--- src/hsd_pkg.sv ---
// hsd_pkg: register map, field layout, reset values and codes for the clock divider block
package hsd_pkg;
  localparam int unsigned HSD_ADDR_W = 17;
  localparam int unsigned HSD_DATA_W = 32;
  // printed offsets are register indices; byte address is four times the index
  localparam logic [14:0] HSD_IDX_NF = 15'h4902;
  localparam logic [14:0] HSD_IDX_DIV = 15'h4903;
  localparam logic [14:0] HSD_IDX_BUSSEL = 15'h4905;
  localparam logic [14:0] HSD_IDX_GATE0 = 15'h4906;
  localparam logic [14:0] HSD_IDX_PROT = 15'h4920;
  localparam logic [14:0] HSD_IDX_STATUS = 15'h4921;
  localparam logic [14:0] HSD_IDX_PROT_LO = 15'h4900;
  localparam logic [14:0] HSD_IDX_PROT_HI = 15'h4908;
  // field positions
  localparam int unsigned HSD_NF_BYPASS_BIT = 0;
  localparam int unsigned HSD_DIV_W = 3;
  localparam int unsigned HSD_BUSSEL_W = 4;
  localparam int unsigned HSD_GATE_ROM_BIT = 7;
  localparam int unsigned HSD_GATE_PCLK_BIT = 0;
  localparam int unsigned HSD_ST_SRC_BIT = 3;
  // reset values
  localparam logic HSD_NF_BYPASS_RST = 1'b1;
  localparam logic [2:0] HSD_DIV_RST = 3'h0;
  localparam logic [3:0] HSD_BUSSEL_RST = 4'h0;
  localparam logic HSD_GATE_ROM_RST = 1'b1;
  localparam logic HSD_GATE_PCLK_RST = 1'b1;
  localparam logic [7:0] HSD_PROT_RST = 8'h00;
  localparam logic [7:0] HSD_UNLOCK_KEY = 8'h96;
  // divider: largest ratio is 1/32, so a new ratio is taken at the wrap of a 5-bit count
  localparam int unsigned HSD_SWITCH_MAX_CYC = 32;
  localparam int unsigned HSD_CNT_W = $clog2(HSD_SWITCH_MAX_CYC);
  localparam logic [2:0] HSD_DIV_MAX_CODE = 3'h5;
  // external bus clock source codes
  localparam logic [3:0] HSD_BUS_HS = 4'h0;
  localparam logic [3:0] HSD_BUS_LS = 4'h1;
  localparam logic [3:0] HSD_BUS_BCLK = 4'h2;
  localparam logic [3:0] HSD_BUS_DIV_FIRST = 4'h4;
  localparam logic [3:0] HSD_BUS_DIV_LAST = 4'h9;
endpackage

--- src/hsd_clk_gate.sv ---
// hsd_clk_gate: clock gate whose enable is only taken while the source clock is low
`timescale 1ns/10ps
`default_nettype none
module hsd_clk_gate (
  input wire logic clk,
  input wire logic rst,
  input wire logic clk_src,
  input wire logic enable,
  output logic gated_q
);
  logic en_q, en_d;
  logic out_d;

  // enable only moves while the source is low, so no pulse is ever cut short
  always_comb begin
    en_d = en_q;
    if (!clk_src) begin
      en_d = enable;
    end
    out_d = clk_src & en_q;
  end

  always_ff @(posedge clk or posedge rst) begin
    if (rst) begin
      en_q <= 1'b1;
      gated_q <= 1'b0;
    end else begin
      en_q <= en_d;
      gated_q <= out_d;
    end
  end
endmodule // hsd_clk_gate
`default_nettype wire

--- src/hsd_top.sv ---
// hsd_top: oscillator filter, divider, bus clock select, clock gates and register slave
//
// Chosen here: the Avalon-MM slave port.
`timescale 1ns/10ps
`default_nettype none
// Function
// - filter bit 0 filters input, 1 bypasses
// - divider codes 0-5 ratios, 6-7 undivided
// - divided clock drives system only from high-speed
// - new ratio applied within 32 oscillator cycles
// - bus select code picks one of nine
// - bus source switches at once, not glitch-free
// - pin shows bus clock only when port assigned
// - bus select resets to high-speed oscillator
// - rom controller halt clock gate, default on
// - core peripheral clock gate, default on
// - writes need unlock key 0x96 in protect
module hsd_top (
  input wire logic ref_clk,
  input wire logic sys_rst,
  input wire logic [hsd_pkg::HSD_ADDR_W-1:0] avs_address,
  input wire logic avs_read,
  input wire logic avs_write,
  input wire logic [hsd_pkg::HSD_DATA_W-1:0] avs_writedata,
  input wire logic [3:0] avs_byteenable,
  output logic [hsd_pkg::HSD_DATA_W-1:0] avs_readdata,
  output logic avs_waitrequest,
  input wire logic high_speed_oscillator,
  input wire logic low_speed_oscillator,
  input wire logic bus_clock,
  input wire logic sysclk_source_is_low_speed,
  input wire logic halt_mode,
  input wire logic clock_output_port_enable,
  output logic system_clock,
  output logic external_bus_clock,
  output logic external_bus_clock_pin,
  output logic rom_controller_clock,
  output logic core_peripheral_clock
);
  import hsd_pkg::*;

  // ratio code to number of halvings; undefined codes give the undivided clock
  function automatic logic [2:0] ratio_log2(input logic [2:0] code);
    ratio_log2 = (code > HSD_DIV_MAX_CODE) ? 3'h0 : code;
  endfunction

  // divided clock taken from the free-running count; zero halvings is the clock itself
  function automatic logic div_tap(input logic [HSD_CNT_W-1:0] cnt, input logic hs,
                                   input logic [2:0] lg);
    if (lg == 3'h0) begin
      div_tap = hs;
    end else begin
      div_tap = cnt[lg - 3'h1];
    end
  endfunction

  // ---------------- register slave ----------------
  logic wait_q, wait_d;
  logic [HSD_DATA_W-1:0] rdata_q, rdata_d;
  logic nf_bypass_q, nf_bypass_d;
  logic [2:0] hs_divide_ratio_q, hs_divide_ratio_d;
  logic [3:0] bus_clock_source_code_q, bus_clock_source_code_d;
  logic rom_ctrl_halt_clock_gate_q, rom_ctrl_halt_clock_gate_d;
  logic pclk_gate_q, pclk_gate_d;
  logic [7:0] write_unlock_key_q, write_unlock_key_d;
  logic [2:0] applied_ratio_q, applied_ratio_d;

  logic [14:0] idx;
  logic word_ok;
  logic take;
  logic unlocked;
  logic in_prot_range;
  logic wr_low;
  logic [7:0] wbyte;

  assign idx = avs_address[HSD_ADDR_W-1:2];
  assign word_ok = (avs_address[1:0] == 2'h0);
  // the request is taken at the edge where waitrequest is seen low
  assign take = (avs_read | avs_write) & ~wait_q;
  assign unlocked = (write_unlock_key_q == HSD_UNLOCK_KEY);
  assign in_prot_range = (idx >= HSD_IDX_PROT_LO) && (idx <= HSD_IDX_PROT_HI);
  assign wr_low = take & avs_write & avs_byteenable[0] & word_ok;
  assign wbyte = avs_writedata[7:0];

  always_comb begin
    wait_d = 1'b1;
    if ((avs_read | avs_write) && wait_q) begin
      wait_d = 1'b0;
    end
    // read data is prepared one edge early and stands at the taking edge
    rdata_d = rdata_q;
    if (avs_read && wait_q) begin
      rdata_d = '0;
      if (word_ok) begin
        unique case (idx)
          HSD_IDX_NF: rdata_d[HSD_NF_BYPASS_BIT] = nf_bypass_q;
          HSD_IDX_DIV: rdata_d[HSD_DIV_W-1:0] = hs_divide_ratio_q;
          HSD_IDX_BUSSEL: rdata_d[HSD_BUSSEL_W-1:0] = bus_clock_source_code_q;
          HSD_IDX_GATE0: begin
            rdata_d[HSD_GATE_ROM_BIT] = rom_ctrl_halt_clock_gate_q;
            rdata_d[HSD_GATE_PCLK_BIT] = pclk_gate_q;
          end
          HSD_IDX_PROT: rdata_d[7:0] = write_unlock_key_q;
          HSD_IDX_STATUS: begin
            rdata_d[HSD_DIV_W-1:0] = applied_ratio_q;
            rdata_d[HSD_ST_SRC_BIT] = sysclk_source_is_low_speed;
          end
          default: rdata_d = '0;
        endcase
      end
    end
  end

  always_ff @(posedge ref_clk or posedge sys_rst) begin
    if (sys_rst) begin
      wait_q <= 1'b1;
      rdata_q <= '0;
    end else begin
      wait_q <= wait_d;
      rdata_q <= rdata_d;
    end
  end

  always_comb begin
    nf_bypass_d = nf_bypass_q;
    hs_divide_ratio_d = hs_divide_ratio_q;
    bus_clock_source_code_d = bus_clock_source_code_q;
    rom_ctrl_halt_clock_gate_d = rom_ctrl_halt_clock_gate_q;
    pclk_gate_d = pclk_gate_q;
    write_unlock_key_d = write_unlock_key_q;
    if (wr_low && idx == HSD_IDX_PROT) begin
      write_unlock_key_d = wbyte;
    end
    if (wr_low && in_prot_range && unlocked) begin
      unique case (idx)
        HSD_IDX_NF: nf_bypass_d = wbyte[HSD_NF_BYPASS_BIT];
        HSD_IDX_DIV: hs_divide_ratio_d = wbyte[HSD_DIV_W-1:0];
        // reserved codes are stored as written; keeping them out is software's job
        HSD_IDX_BUSSEL: bus_clock_source_code_d = wbyte[HSD_BUSSEL_W-1:0];
        HSD_IDX_GATE0: begin
          rom_ctrl_halt_clock_gate_d = wbyte[HSD_GATE_ROM_BIT];
          pclk_gate_d = wbyte[HSD_GATE_PCLK_BIT];
        end
        default: nf_bypass_d = nf_bypass_q;
      endcase
    end
  end

  always_ff @(posedge ref_clk or posedge sys_rst) begin
    if (sys_rst) begin
      nf_bypass_q <= HSD_NF_BYPASS_RST;
      hs_divide_ratio_q <= HSD_DIV_RST;
      bus_clock_source_code_q <= HSD_BUSSEL_RST;
      rom_ctrl_halt_clock_gate_q <= HSD_GATE_ROM_RST;
      pclk_gate_q <= HSD_GATE_PCLK_RST;
      write_unlock_key_q <= HSD_PROT_RST;
    end else begin
      nf_bypass_q <= nf_bypass_d;
      hs_divide_ratio_q <= hs_divide_ratio_d;
      bus_clock_source_code_q <= bus_clock_source_code_d;
      rom_ctrl_halt_clock_gate_q <= rom_ctrl_halt_clock_gate_d;
      pclk_gate_q <= pclk_gate_d;
      write_unlock_key_q <= write_unlock_key_d;
    end
  end

  // ---------------- oscillator input filter ----------------
  // three agreeing samples are needed to move; shorter spikes are dropped
  logic [2:0] hs_hist_q, hs_hist_d;
  logic hs_filt_q, hs_filt_d;
  logic hs_clean;
  logic hs_prev_q, hs_prev_d;
  logic hs_rise;

  always_comb begin
    hs_hist_d = {hs_hist_q[1:0], high_speed_oscillator};
    hs_filt_d = hs_filt_q;
    if (hs_hist_q == 3'h7) begin
      hs_filt_d = 1'b1;
    end else if (hs_hist_q == 3'h0) begin
      hs_filt_d = 1'b0;
    end
    hs_clean = nf_bypass_q ? hs_hist_q[0] : hs_filt_q;
    hs_prev_d = hs_clean;
  end

  assign hs_rise = hs_clean & ~hs_prev_q;

  always_ff @(posedge ref_clk or posedge sys_rst) begin
    if (sys_rst) begin
      hs_hist_q <= 3'h0;
      hs_filt_q <= 1'b0;
      hs_prev_q <= 1'b0;
    end else begin
      hs_hist_q <= hs_hist_d;
      hs_filt_q <= hs_filt_d;
      hs_prev_q <= hs_prev_d;
    end
  end

  // ---------------- divider ----------------
  logic [HSD_CNT_W-1:0] hs_cnt_q, hs_cnt_d;
  logic sys_clk_q, sys_clk_d;
  logic hs_divided_clock;
  logic ext_q, ext_d;
  logic ext_pin_q, ext_pin_d;

  always_comb begin
    hs_cnt_d = hs_cnt_q;
    applied_ratio_d = applied_ratio_q;
    if (hs_rise) begin
      hs_cnt_d = hs_cnt_q + 1'b1;
      // ratio changes only at the count wrap: a clean edge, at most 32 cycles late
      if (&hs_cnt_q) begin
        applied_ratio_d = ratio_log2(hs_divide_ratio_q);
      end
    end
  end

  assign hs_divided_clock = div_tap(hs_cnt_q, hs_clean, applied_ratio_q);

  always_comb begin
    sys_clk_d = sysclk_source_is_low_speed ? low_speed_oscillator : hs_divided_clock;
    // switched with no hand-over, so a change may leave a short pulse
    unique case (bus_clock_source_code_q)
      HSD_BUS_HS: ext_d = hs_clean;
      HSD_BUS_LS: ext_d = low_speed_oscillator;
      HSD_BUS_BCLK: ext_d = bus_clock;
      default: begin
        if (bus_clock_source_code_q >= HSD_BUS_DIV_FIRST &&
            bus_clock_source_code_q <= HSD_BUS_DIV_LAST) begin
          ext_d = div_tap(hs_cnt_q, hs_clean, 3'(bus_clock_source_code_q - HSD_BUS_DIV_FIRST));
        end else begin
          ext_d = 1'b0;
        end
      end
    endcase
    ext_pin_d = ext_d & clock_output_port_enable;
  end

  always_ff @(posedge ref_clk or posedge sys_rst) begin
    if (sys_rst) begin
      hs_cnt_q <= '0;
      applied_ratio_q <= HSD_DIV_RST;
      sys_clk_q <= 1'b0;
      ext_q <= 1'b0;
      ext_pin_q <= 1'b0;
    end else begin
      hs_cnt_q <= hs_cnt_d;
      applied_ratio_q <= applied_ratio_d;
      sys_clk_q <= sys_clk_d;
      ext_q <= ext_d;
      ext_pin_q <= ext_pin_d;
    end
  end

  // ---------------- clock gates ----------------
  hsd_clk_gate u_rom_gate (
    .clk(ref_clk),
    .rst(sys_rst),
    .clk_src(sys_clk_q),
    .enable(rom_ctrl_halt_clock_gate_q | ~halt_mode),
    .gated_q(rom_controller_clock)
  );

  hsd_clk_gate u_pclk_gate (
    .clk(ref_clk),
    .rst(sys_rst),
    .clk_src(sys_clk_q),
    .enable(pclk_gate_q),
    .gated_q(core_peripheral_clock)
  );

  assign avs_readdata = rdata_q;
  assign avs_waitrequest = wait_q;
  assign system_clock = sys_clk_q;
  assign external_bus_clock = ext_q;
  assign external_bus_clock_pin = ext_pin_q;
endmodule // hsd_top
`default_nettype wire

--- config.mk ---
export PLATFORM = sky130hd
export DESIGN_NAME = hsd_top
export DESIGN_NICKNAME = d
export VERILOG_FILES = /design/src/hsd_pkg.sv /design/src/hsd_clk_gate.sv /design/src/hsd_top.sv
export SDC_FILE = /design/constraint.sdc
export NUM_CORES = 1
export LEC_CHECK = 0
export ABC_AREA = 1
export BUFFER_PORTS_ARGS = -buffer_cell sky130_fd_sc_hd__clkbuf_2
export CAP_MARGIN = 25
export CORE_ASPECT_RATIO = 0.6
export CORE_MARGIN = 2
export CORE_UTILIZATION = 50
export DETAILED_ROUTE_END_ITERATION = 8
export GPL_TIMING_DRIVEN = 0
export PLACE_DENSITY = 0.82
export RECOVER_POWER = 100
export SLEW_MARGIN = 15
export SYNTH_ARGS = -nofsm -noshare
export SYNTH_HDL_FRONTEND = slang
export SYNTH_SLANG_ARGS = --single-unit
--- constraint.sdc ---
create_clock -name ref_clk -period 2 [get_ports ref_clk]
set_input_delay 0.3 -clock ref_clk [delete_from_list [all_inputs] [get_ports ref_clk]]
set_output_delay 0.3 -clock ref_clk [all_outputs]
set_load 0.02 [all_outputs]
==> flow_summary.json, run 1 <==
{
  "status": "completed",
  "place_congestion": 0.936,
  "clock.fmax_mhz": 536,
  "ys_seq_elements": 47,
  "postCtsSetupBuffers": 0,
  "finalPower_uw": 2260,
  "power.density_nw_per_um2": 679,
  "grt_start_max_net_pins": 39,
  "ys_seq_area_share_pct": 42.0,
  "start_kind": "flip-flop",
  "grt-ovfl-total": 0,
  "rows": 21,
  "htree_levels": 2,
  "hp-start": "high_speed_oscillator",
  "seq_power_share_pct": 48.3,
  "clkLatencyLatePin_ns": 0.30,
  "worst-setup-path-type": "flip-flop to flip-flop",
  "coreArea_um2": 5520,
  "die_w_um": 101,
  "cts_buffers": 5,
  "syn_area_per_cell_um2": 7.74,
  "fp.dieH_um": 62.2,
  "cts.clk_slew.worst_paths_ns": 0.10,
  "nets": 515,
  "startpoint": "write_unlock_key_q[3]",
  "syn2layout_area_growth_pct": 18.3,
  "nFillCells": 542,
  "vias_per_cell": 4.92,
  "skew_ns": 0.0135,
  "synthAdderAreaFrac_pct": 3.11,
  "first_iter_violations": 285,
  "worst_path_max_delay_cell": "dfrtp_1",
  "setup_viol": 0,
  "initial_core_util_pct": 51.1,
  "maxSlewViolCount": 0,
  "worst_slack_ns": 0.135,
  "cpPeakStageDelay_ns": 0.45,
  "antenna_left": 0,
  "vias": 2533,
  "internal_power_uw": 1650,
  "ir_drop_mv": 0.397,
  "path_buf_inv": 1,
  "final_common_cell": "nand2_1",
  "clockBufferDepth": 2,
  "regToRegStartpoint": "write_unlock_key_q[3]",
  "grt_first_pass_wirelength_mm": 10.7,
  "grtUsageTotal_pct": 21.6,
  "dp_hpwl_mm": 5.10,
  "synth.distinct_cells": 37,
  "clockPowerShare_pct": 37.0,
  "hold_viol": 0,
  "muxShareOfSynthArea_pct": 0.400,
  "dp_cells": 506,
  "crit_fanout": 10,
  "period_needed_ns": 1.86,
  "switchingPower_uw": 614,
  "fin_cells": 515,
  "postCtsHoldBufs": 1,
  "worst_pin_slew_ns": 0.917,
  "layout-drive-gt1-share_pct": 20.9,
  "min_path_type": "input port to flip-flop",
  "cts.sinks": 47,
  "synth_compound_area_share_pct": 6.13,
  "swShare_pct": 27.1,
  "cts_resized": 0,
  "drv_cap": 0,
  "drc": 0,
  "crit_chain": "nor2_1, nand3_1, nor2_1, nand3_1, nor2_1, clkbuf_2, nand3_1, nand2_1",
  "top_layer": "met4",
  "grt_pass1_vias": 2291,
  "drt-total-wl_mm": 6.43,
  "synthXorXnorAreaFrac_pct": 1.24,
  "die-area_um2": 6270,
  "routedWlPerCell_um": 12.5,
  "syn_area_um2": 2820,
  "critical_path_required_ns": 2.23,
  "cts_tree": "built",
  "crit_path_end_kind": "flip-flop",
  "critPathArrivalTime_ns": 2.10,
  "final_cell_mix": "nand2_1 (109), nand3_1 (43), dfrtp_1 (41), clkbuf_2 (37)",
  "drt-met1-wl_mm": 3.19,
  "ios": 101,
  "wl_met2_mm": 2.64,
  "cp_top_family": "simple AND/OR/NAND/NOR gates",
  "yosys.area_share.simple_pct": 34.3,
  "ys_warn_count": 0,
  "p_comb_share_pct": 14.7,
  "dp_slack_ns": 0.267,
  "diodes": 0,
  "post-route-period-util_pct": 93.2,
  "setup_tns_ns": 0,
  "wl_met3_um": 559,
  "port_buffers": 49,
  "hold-worst-slack_ns": 0.107,
  "synth_top_family_by_area": "simple AND/OR/NAND/NOR gates",
  "clock_tree.root_cell": "clkbuf_8",
  "p_leak_uw": 0.00183,
  "antenna_found_initial": 0,
  "grt_setup_unrepaired": "false",
  "syn-instance-count": 364,
  "relSlewSlack_pct": 38.4,
  "first_pass_iters": 5
}
## final timing paths
check	endpoint	slack, ns	cells past startpoint
max	hs_divide_ratio_q[2]	0.14	8
min	hs_hist_q[0]	0.11	1
max reg2reg	hs_divide_ratio_q[2]	0.14	8
min reg2reg	hs_hist_q[2]	0.41	0
max in group asynchronous	hs_divide_ratio_q[0]	0.36	4
min in group asynchronous	system_clock	0.49	3
## state kept, by name, indices dropped and copies added, names as in the netlist, 3 cells and up
signal,cells
hs_divide_ratio_q,3
avs_readdata,8
write_unlock_key_q,8
hs_hist_q,3
hs_cnt_q,5
bus_clock_source_code_q,4
applied_ratio_q,3
## cell usage after synthesis
cell type  instances  area, µm²
nand2_1          108        405
nand3_1           43        215
dfrtp_1           41       1030
inv_1             35        131
nor2_1            32        120
buf_4             25        188
nor2_2             8       50.1
o21ai_0            8       40.0
ha_1               7       87.6
dfstp_2            6        158
nand4_1            4       25.0
a21oi_1            3       15.0
a21oi_2            3       26.3
nand2_2            3       18.8
nor3_1             3       15.0
o21ai_1            3       15.0
o31ai_1            3       22.5
and3_1             2       12.5
buf_6              2       22.5
inv_2              2       7.51
nand2_4            2       22.5
nand3b_1           2       15.0
o211ai_1           2       15.0
o21ai_2            2       17.5
xnor2_1            2       17.5
xor2_1             2       17.5
a21boi_0           1       7.51
and2_1             1       6.26
conb_1             1       3.75
inv_6              1       8.76
mux2_2             1       11.3
nand4_2            1       12.5
nor2_4             1       11.3
nor2_8             1       20.0
nor3_4             1       16.3
o21bai_1           1       7.51
o22ai_1            1       6.26
## per-stage QoR
step | util [%] | cell area, µm²
5_1_grt | 60.4 | 3330
6_report | 60.4 | 3330
2_1_floorplan | - | 2900
3_3_place_gp | 58.6 | 3240
4_1_cts | 61.7 | 3400
3_5_place_dp | 59.0 | 3260
## worst reg2reg max path: cells and delay by family (launching register included)
kind / cells / cell delay [ns]
buf+inv: 1 / 0.32
flops: 1 / 0.45
simple gates: 7 / 1.02
## kinds of logic (layout without fill, tap and decap cells)
kind of cell / count (synthesis) / in the layout
adder cells (fa/ha/maj): 7 / 7
AND/OR/NAND/NOR: 212 / 212
XOR/XNOR: 4 / 4
flip-flops: 47 / 47
multiplexers: 1 / 1
buffers and inverters: 65 / 124
other: 1 / 24
AO/OA/AOI/OAI: 27 / 27
## layer usage
| metal | track usage (%) | up-vias |
|---|---|---|
| li1 | - | 1269 |
| met1 | 34.3 | 1126 |
| met4 | 5.07 | 0 |
| met5 | 0 | - |
| met3 | 4.39 | 8 |
| met2 | 29.9 | 130 |
## layout make-up
type / instances / area, µm² / share of cell area [%]
repair buffers: 51 / 243 / 7.29
inverters: 38 / 148 / 4.43
clock inverters: 3 / 67.6 / 2.03
multi-input cells: 275 / 1330 / 40.0
plain buffers: 27 / 201 / 6.05
clock buffers: 5 / 68.8 / 2.07
flip-flops and latches: 47 / 1180 / 35.5
well taps: 69 / 86.3 / 2.59
## power groups by stage
stage / sequential [µW] / clock (µW) / combinational [µW]
after CTS: 1090 / 846 / 343
after global placement: 1110 / 0 / 326
after global routing: 1100 / 882 / 381
after detailed placement: 1110 / 0 / 340
after floorplan: 1100 / 0 / 240
final: 1090 / 838 / 333
No activity file was read; power rests on OpenSTA's default activity.
==> inputs of run 2 (changes only) <==
--- a/config.mk
+++ b/config.mk
@@ -10,10 +10,10 @@
 export CAP_MARGIN = 25
 export CORE_ASPECT_RATIO = 0.6
 export CORE_MARGIN = 2
-export CORE_UTILIZATION = 50
+export CORE_UTILIZATION = 35
 export DETAILED_ROUTE_END_ITERATION = 8
 export GPL_TIMING_DRIVEN = 0
-export PLACE_DENSITY = 0.82
+export PLACE_DENSITY = 0.62
 export RECOVER_POWER = 100
 export SLEW_MARGIN = 15
 export SYNTH_ARGS = -nofsm -noshare
==> run 2 against run 1 <==
Hold slack improved by 0.015 ns. Utilization decreased by 17 points. Fmax up 5.8%. Clock power down 2.7%. Non-clock buffer count unchanged. Global-route usage decreased by 5.5 points. Setup slack gained 0.10 ns.
==> flow_summary.json, run 2 (same netlist as run 1, synthesis figures left out) <==
{
  "clockPowerShare_pct": 36.3,
  "fin_area_um2": 3400,
  "vias": 2403,
  "crit_path_end_kind": "flip-flop",
  "first_iter_violations": 178,
  "maxSlewViolCount": 0,
  "dp_slack_ns": 0.272,
  "reg2regPathDepth": 8,
  "setup_viol": 0,
  "layout-drive-gt1-share_pct": 20.9,
  "setup_tns_ns": 0,
  "p_leak_uw": 0.00183,
  "rows": 25,
  "post-route-period-util_pct": 88.2,
  "htree_levels": 2,
  "clock_tree.root_cell": "clkbuf_16",
  "clockBufferDepth": 2,
  "r2r-end": "external_bus_clock_pin",
  "initial_core_util_pct": 35.9,
  "relSlewSlack_pct": 55.0,
  "final_cell_mix": "nand2_1 (109), nand3_1 (43), dfrtp_1 (41), inv_1 (35), clkbuf_2 (35)",
  "internal_power_uw": 1610,
  "cts_resized": 0,
  "cts.sinks": 47,
  "final_common_cell": "nand2_1",
  "seq_power_share_pct": 48.8,
  "hp-start": "high_speed_oscillator",
  "worst_pin_slew_ns": 0.675,
  "cts_tree": "built",
  "nets": 515,
  "cts_buffers": 5,
  "grt_pass1_vias": 2172,
  "critPathArrivalTime_ns": 1.97,
  "antenna_found_initial": 0,
  "dpl-instance-area_um2": 3300,
  "switchingPower_uw": 632,
  "grt_start_max_net_pins": 31,
  "place_congestion": 0.881,
  "first_pass_iters": 4,
  "startpoint": "bus_clock_source_code_q[0]",
  "diodes": 0,
  "drv_cap": 0,
  "die-area_um2": 8810,
  "fp.dieH_um": 73.5,
  "nFillCells": 820,
  "grt_first_pass_wirelength_mm": 11.0,
  "port_buffers": 49,
  "clkLatencyLatePin_ns": 0.29,
  "drt-total-wl_mm": 6.69,
  "routedWlPerCell_um": 12.1,
  "grt_setup_unrepaired": "false",
  "grt-ovfl-total": 0,
  "ir_drop_mv": 0.298,
  "swShare_pct": 28.1,
  "whs_endpoint": "hs_hist_q[0]",
  "start_kind": "flip-flop",
  "drc": 0,
  "regToRegStartpoint": "bus_clock_source_code_q[0]",
  "dp_cells": 545,
  "die_w_um": 120,
  "critical_path_required_ns": 2.21,
  "antenna_left": 0,
  "period_needed_ns": 1.76,
  "hold_viol": 0,
  "hold_depth": 1,
  "min_path_type": "input port to flip-flop",
  "p_comb_share_pct": 15.0,
  "syn2layout_area_growth_pct": 20.6,
  "crit_fanout": 6,
  "fin_cells": 554,
  "status": "completed",
  "power.density_nw_per_um2": 661,
  "ios": 101,
  "worst-setup-path-type": "flip-flop to flip-flop",
  "clock.fmax_mhz": 567,
  "worst_slack_ns": 0.237,
  "coreArea_um2": 7850,
  "dp_hpwl_mm": 5.41,
  "vias_per_cell": 4.34,
  "cts.clk_slew.worst_paths_ns": 0.07,
  "grtUsageTotal_pct": 16.1,
  "reg2reg_slack_ns": 0.24,
  "skew_ns": 0.00694
}
==> run 2: area by class of cell <==
cell class                 instances  area, µm²  area share [%]
multi-input combinational        275       1340            39.5
sequential                        47       1180            34.8
timing repair buffer              51        245            7.21
buffer                            27        203            5.96
inverter                          38        148            4.34
tap                              108        135            3.97
clock buffer                       6        129            3.79
clock inverter                     2       12.5           0.368
==> run 2: stage by stage <==
stage / hold WS (ns) / total power [µW] / utilization [%]
2_1_floorplan: 0.331 / 1340 / -
3_3_place_gp: 0.386 / 1440 / 41.8
3_5_place_dp: 0.298 / 1460 / 42.1
4_1_cts: 0.123 / 2270 / 44.0
5_1_grt: 0.123 / 2360 / 43.3
6_report: 0.122 / 2250 / 43.3
==> run 2: power groups by stage <==
stage	combinational, µW	clock, µW	sequential (µW)
floorplan	240	0	1100
global placement	331	0	1110
detailed placement	342	0	1110
CTS	345	829	1100
global route	384	875	1100
finish	336	815	1100
==> run 2: critical path, stage by stage (launching register included) <==
cell	delay, ns
dfrtp_1	0.45
inv_1	0.14
ha_1	0.25
ha_1	0.31
o21bai_1	0.12
nand3_1	0.10
nand2_1	0.06
nand3b_1	0.09
a21boi_0	0.15
==> run 2: worst max-delay path by stage <==
stage	endpoint	slack [ns]	cells after the start
floorplan	external_bus_clock_pin	0.46	8
global placement	write_unlock_key_q[4]	-0.04	2
detailed placement	external_bus_clock_pin	0.27	8
CTS	external_bus_clock_pin	0.25	8
global route	nf_bypass_q	0.09	9
finish	external_bus_clock_pin	0.24	8
==> run 2: routing by layer <==
metal | GRT usage, % | part of all wire, % | vias up
li1 | - | - | 1272
met1 | 26.0 | 56 | 1074
met2 | 21.0 | 37 | 52
met3 | 3.88 | 5.6 | 5
met4 | 3.92 | 0.85 | 0
met5 | 0 | 0 | -
==> run 2: timing repair <==
| item | 4_1_cts | 5_1_grt |
|---|---|---|
| hold buffers | 1 | 0 |
| setup buffers | 0 | 0 |
| hold endpoints to repair | 6 | 0 |
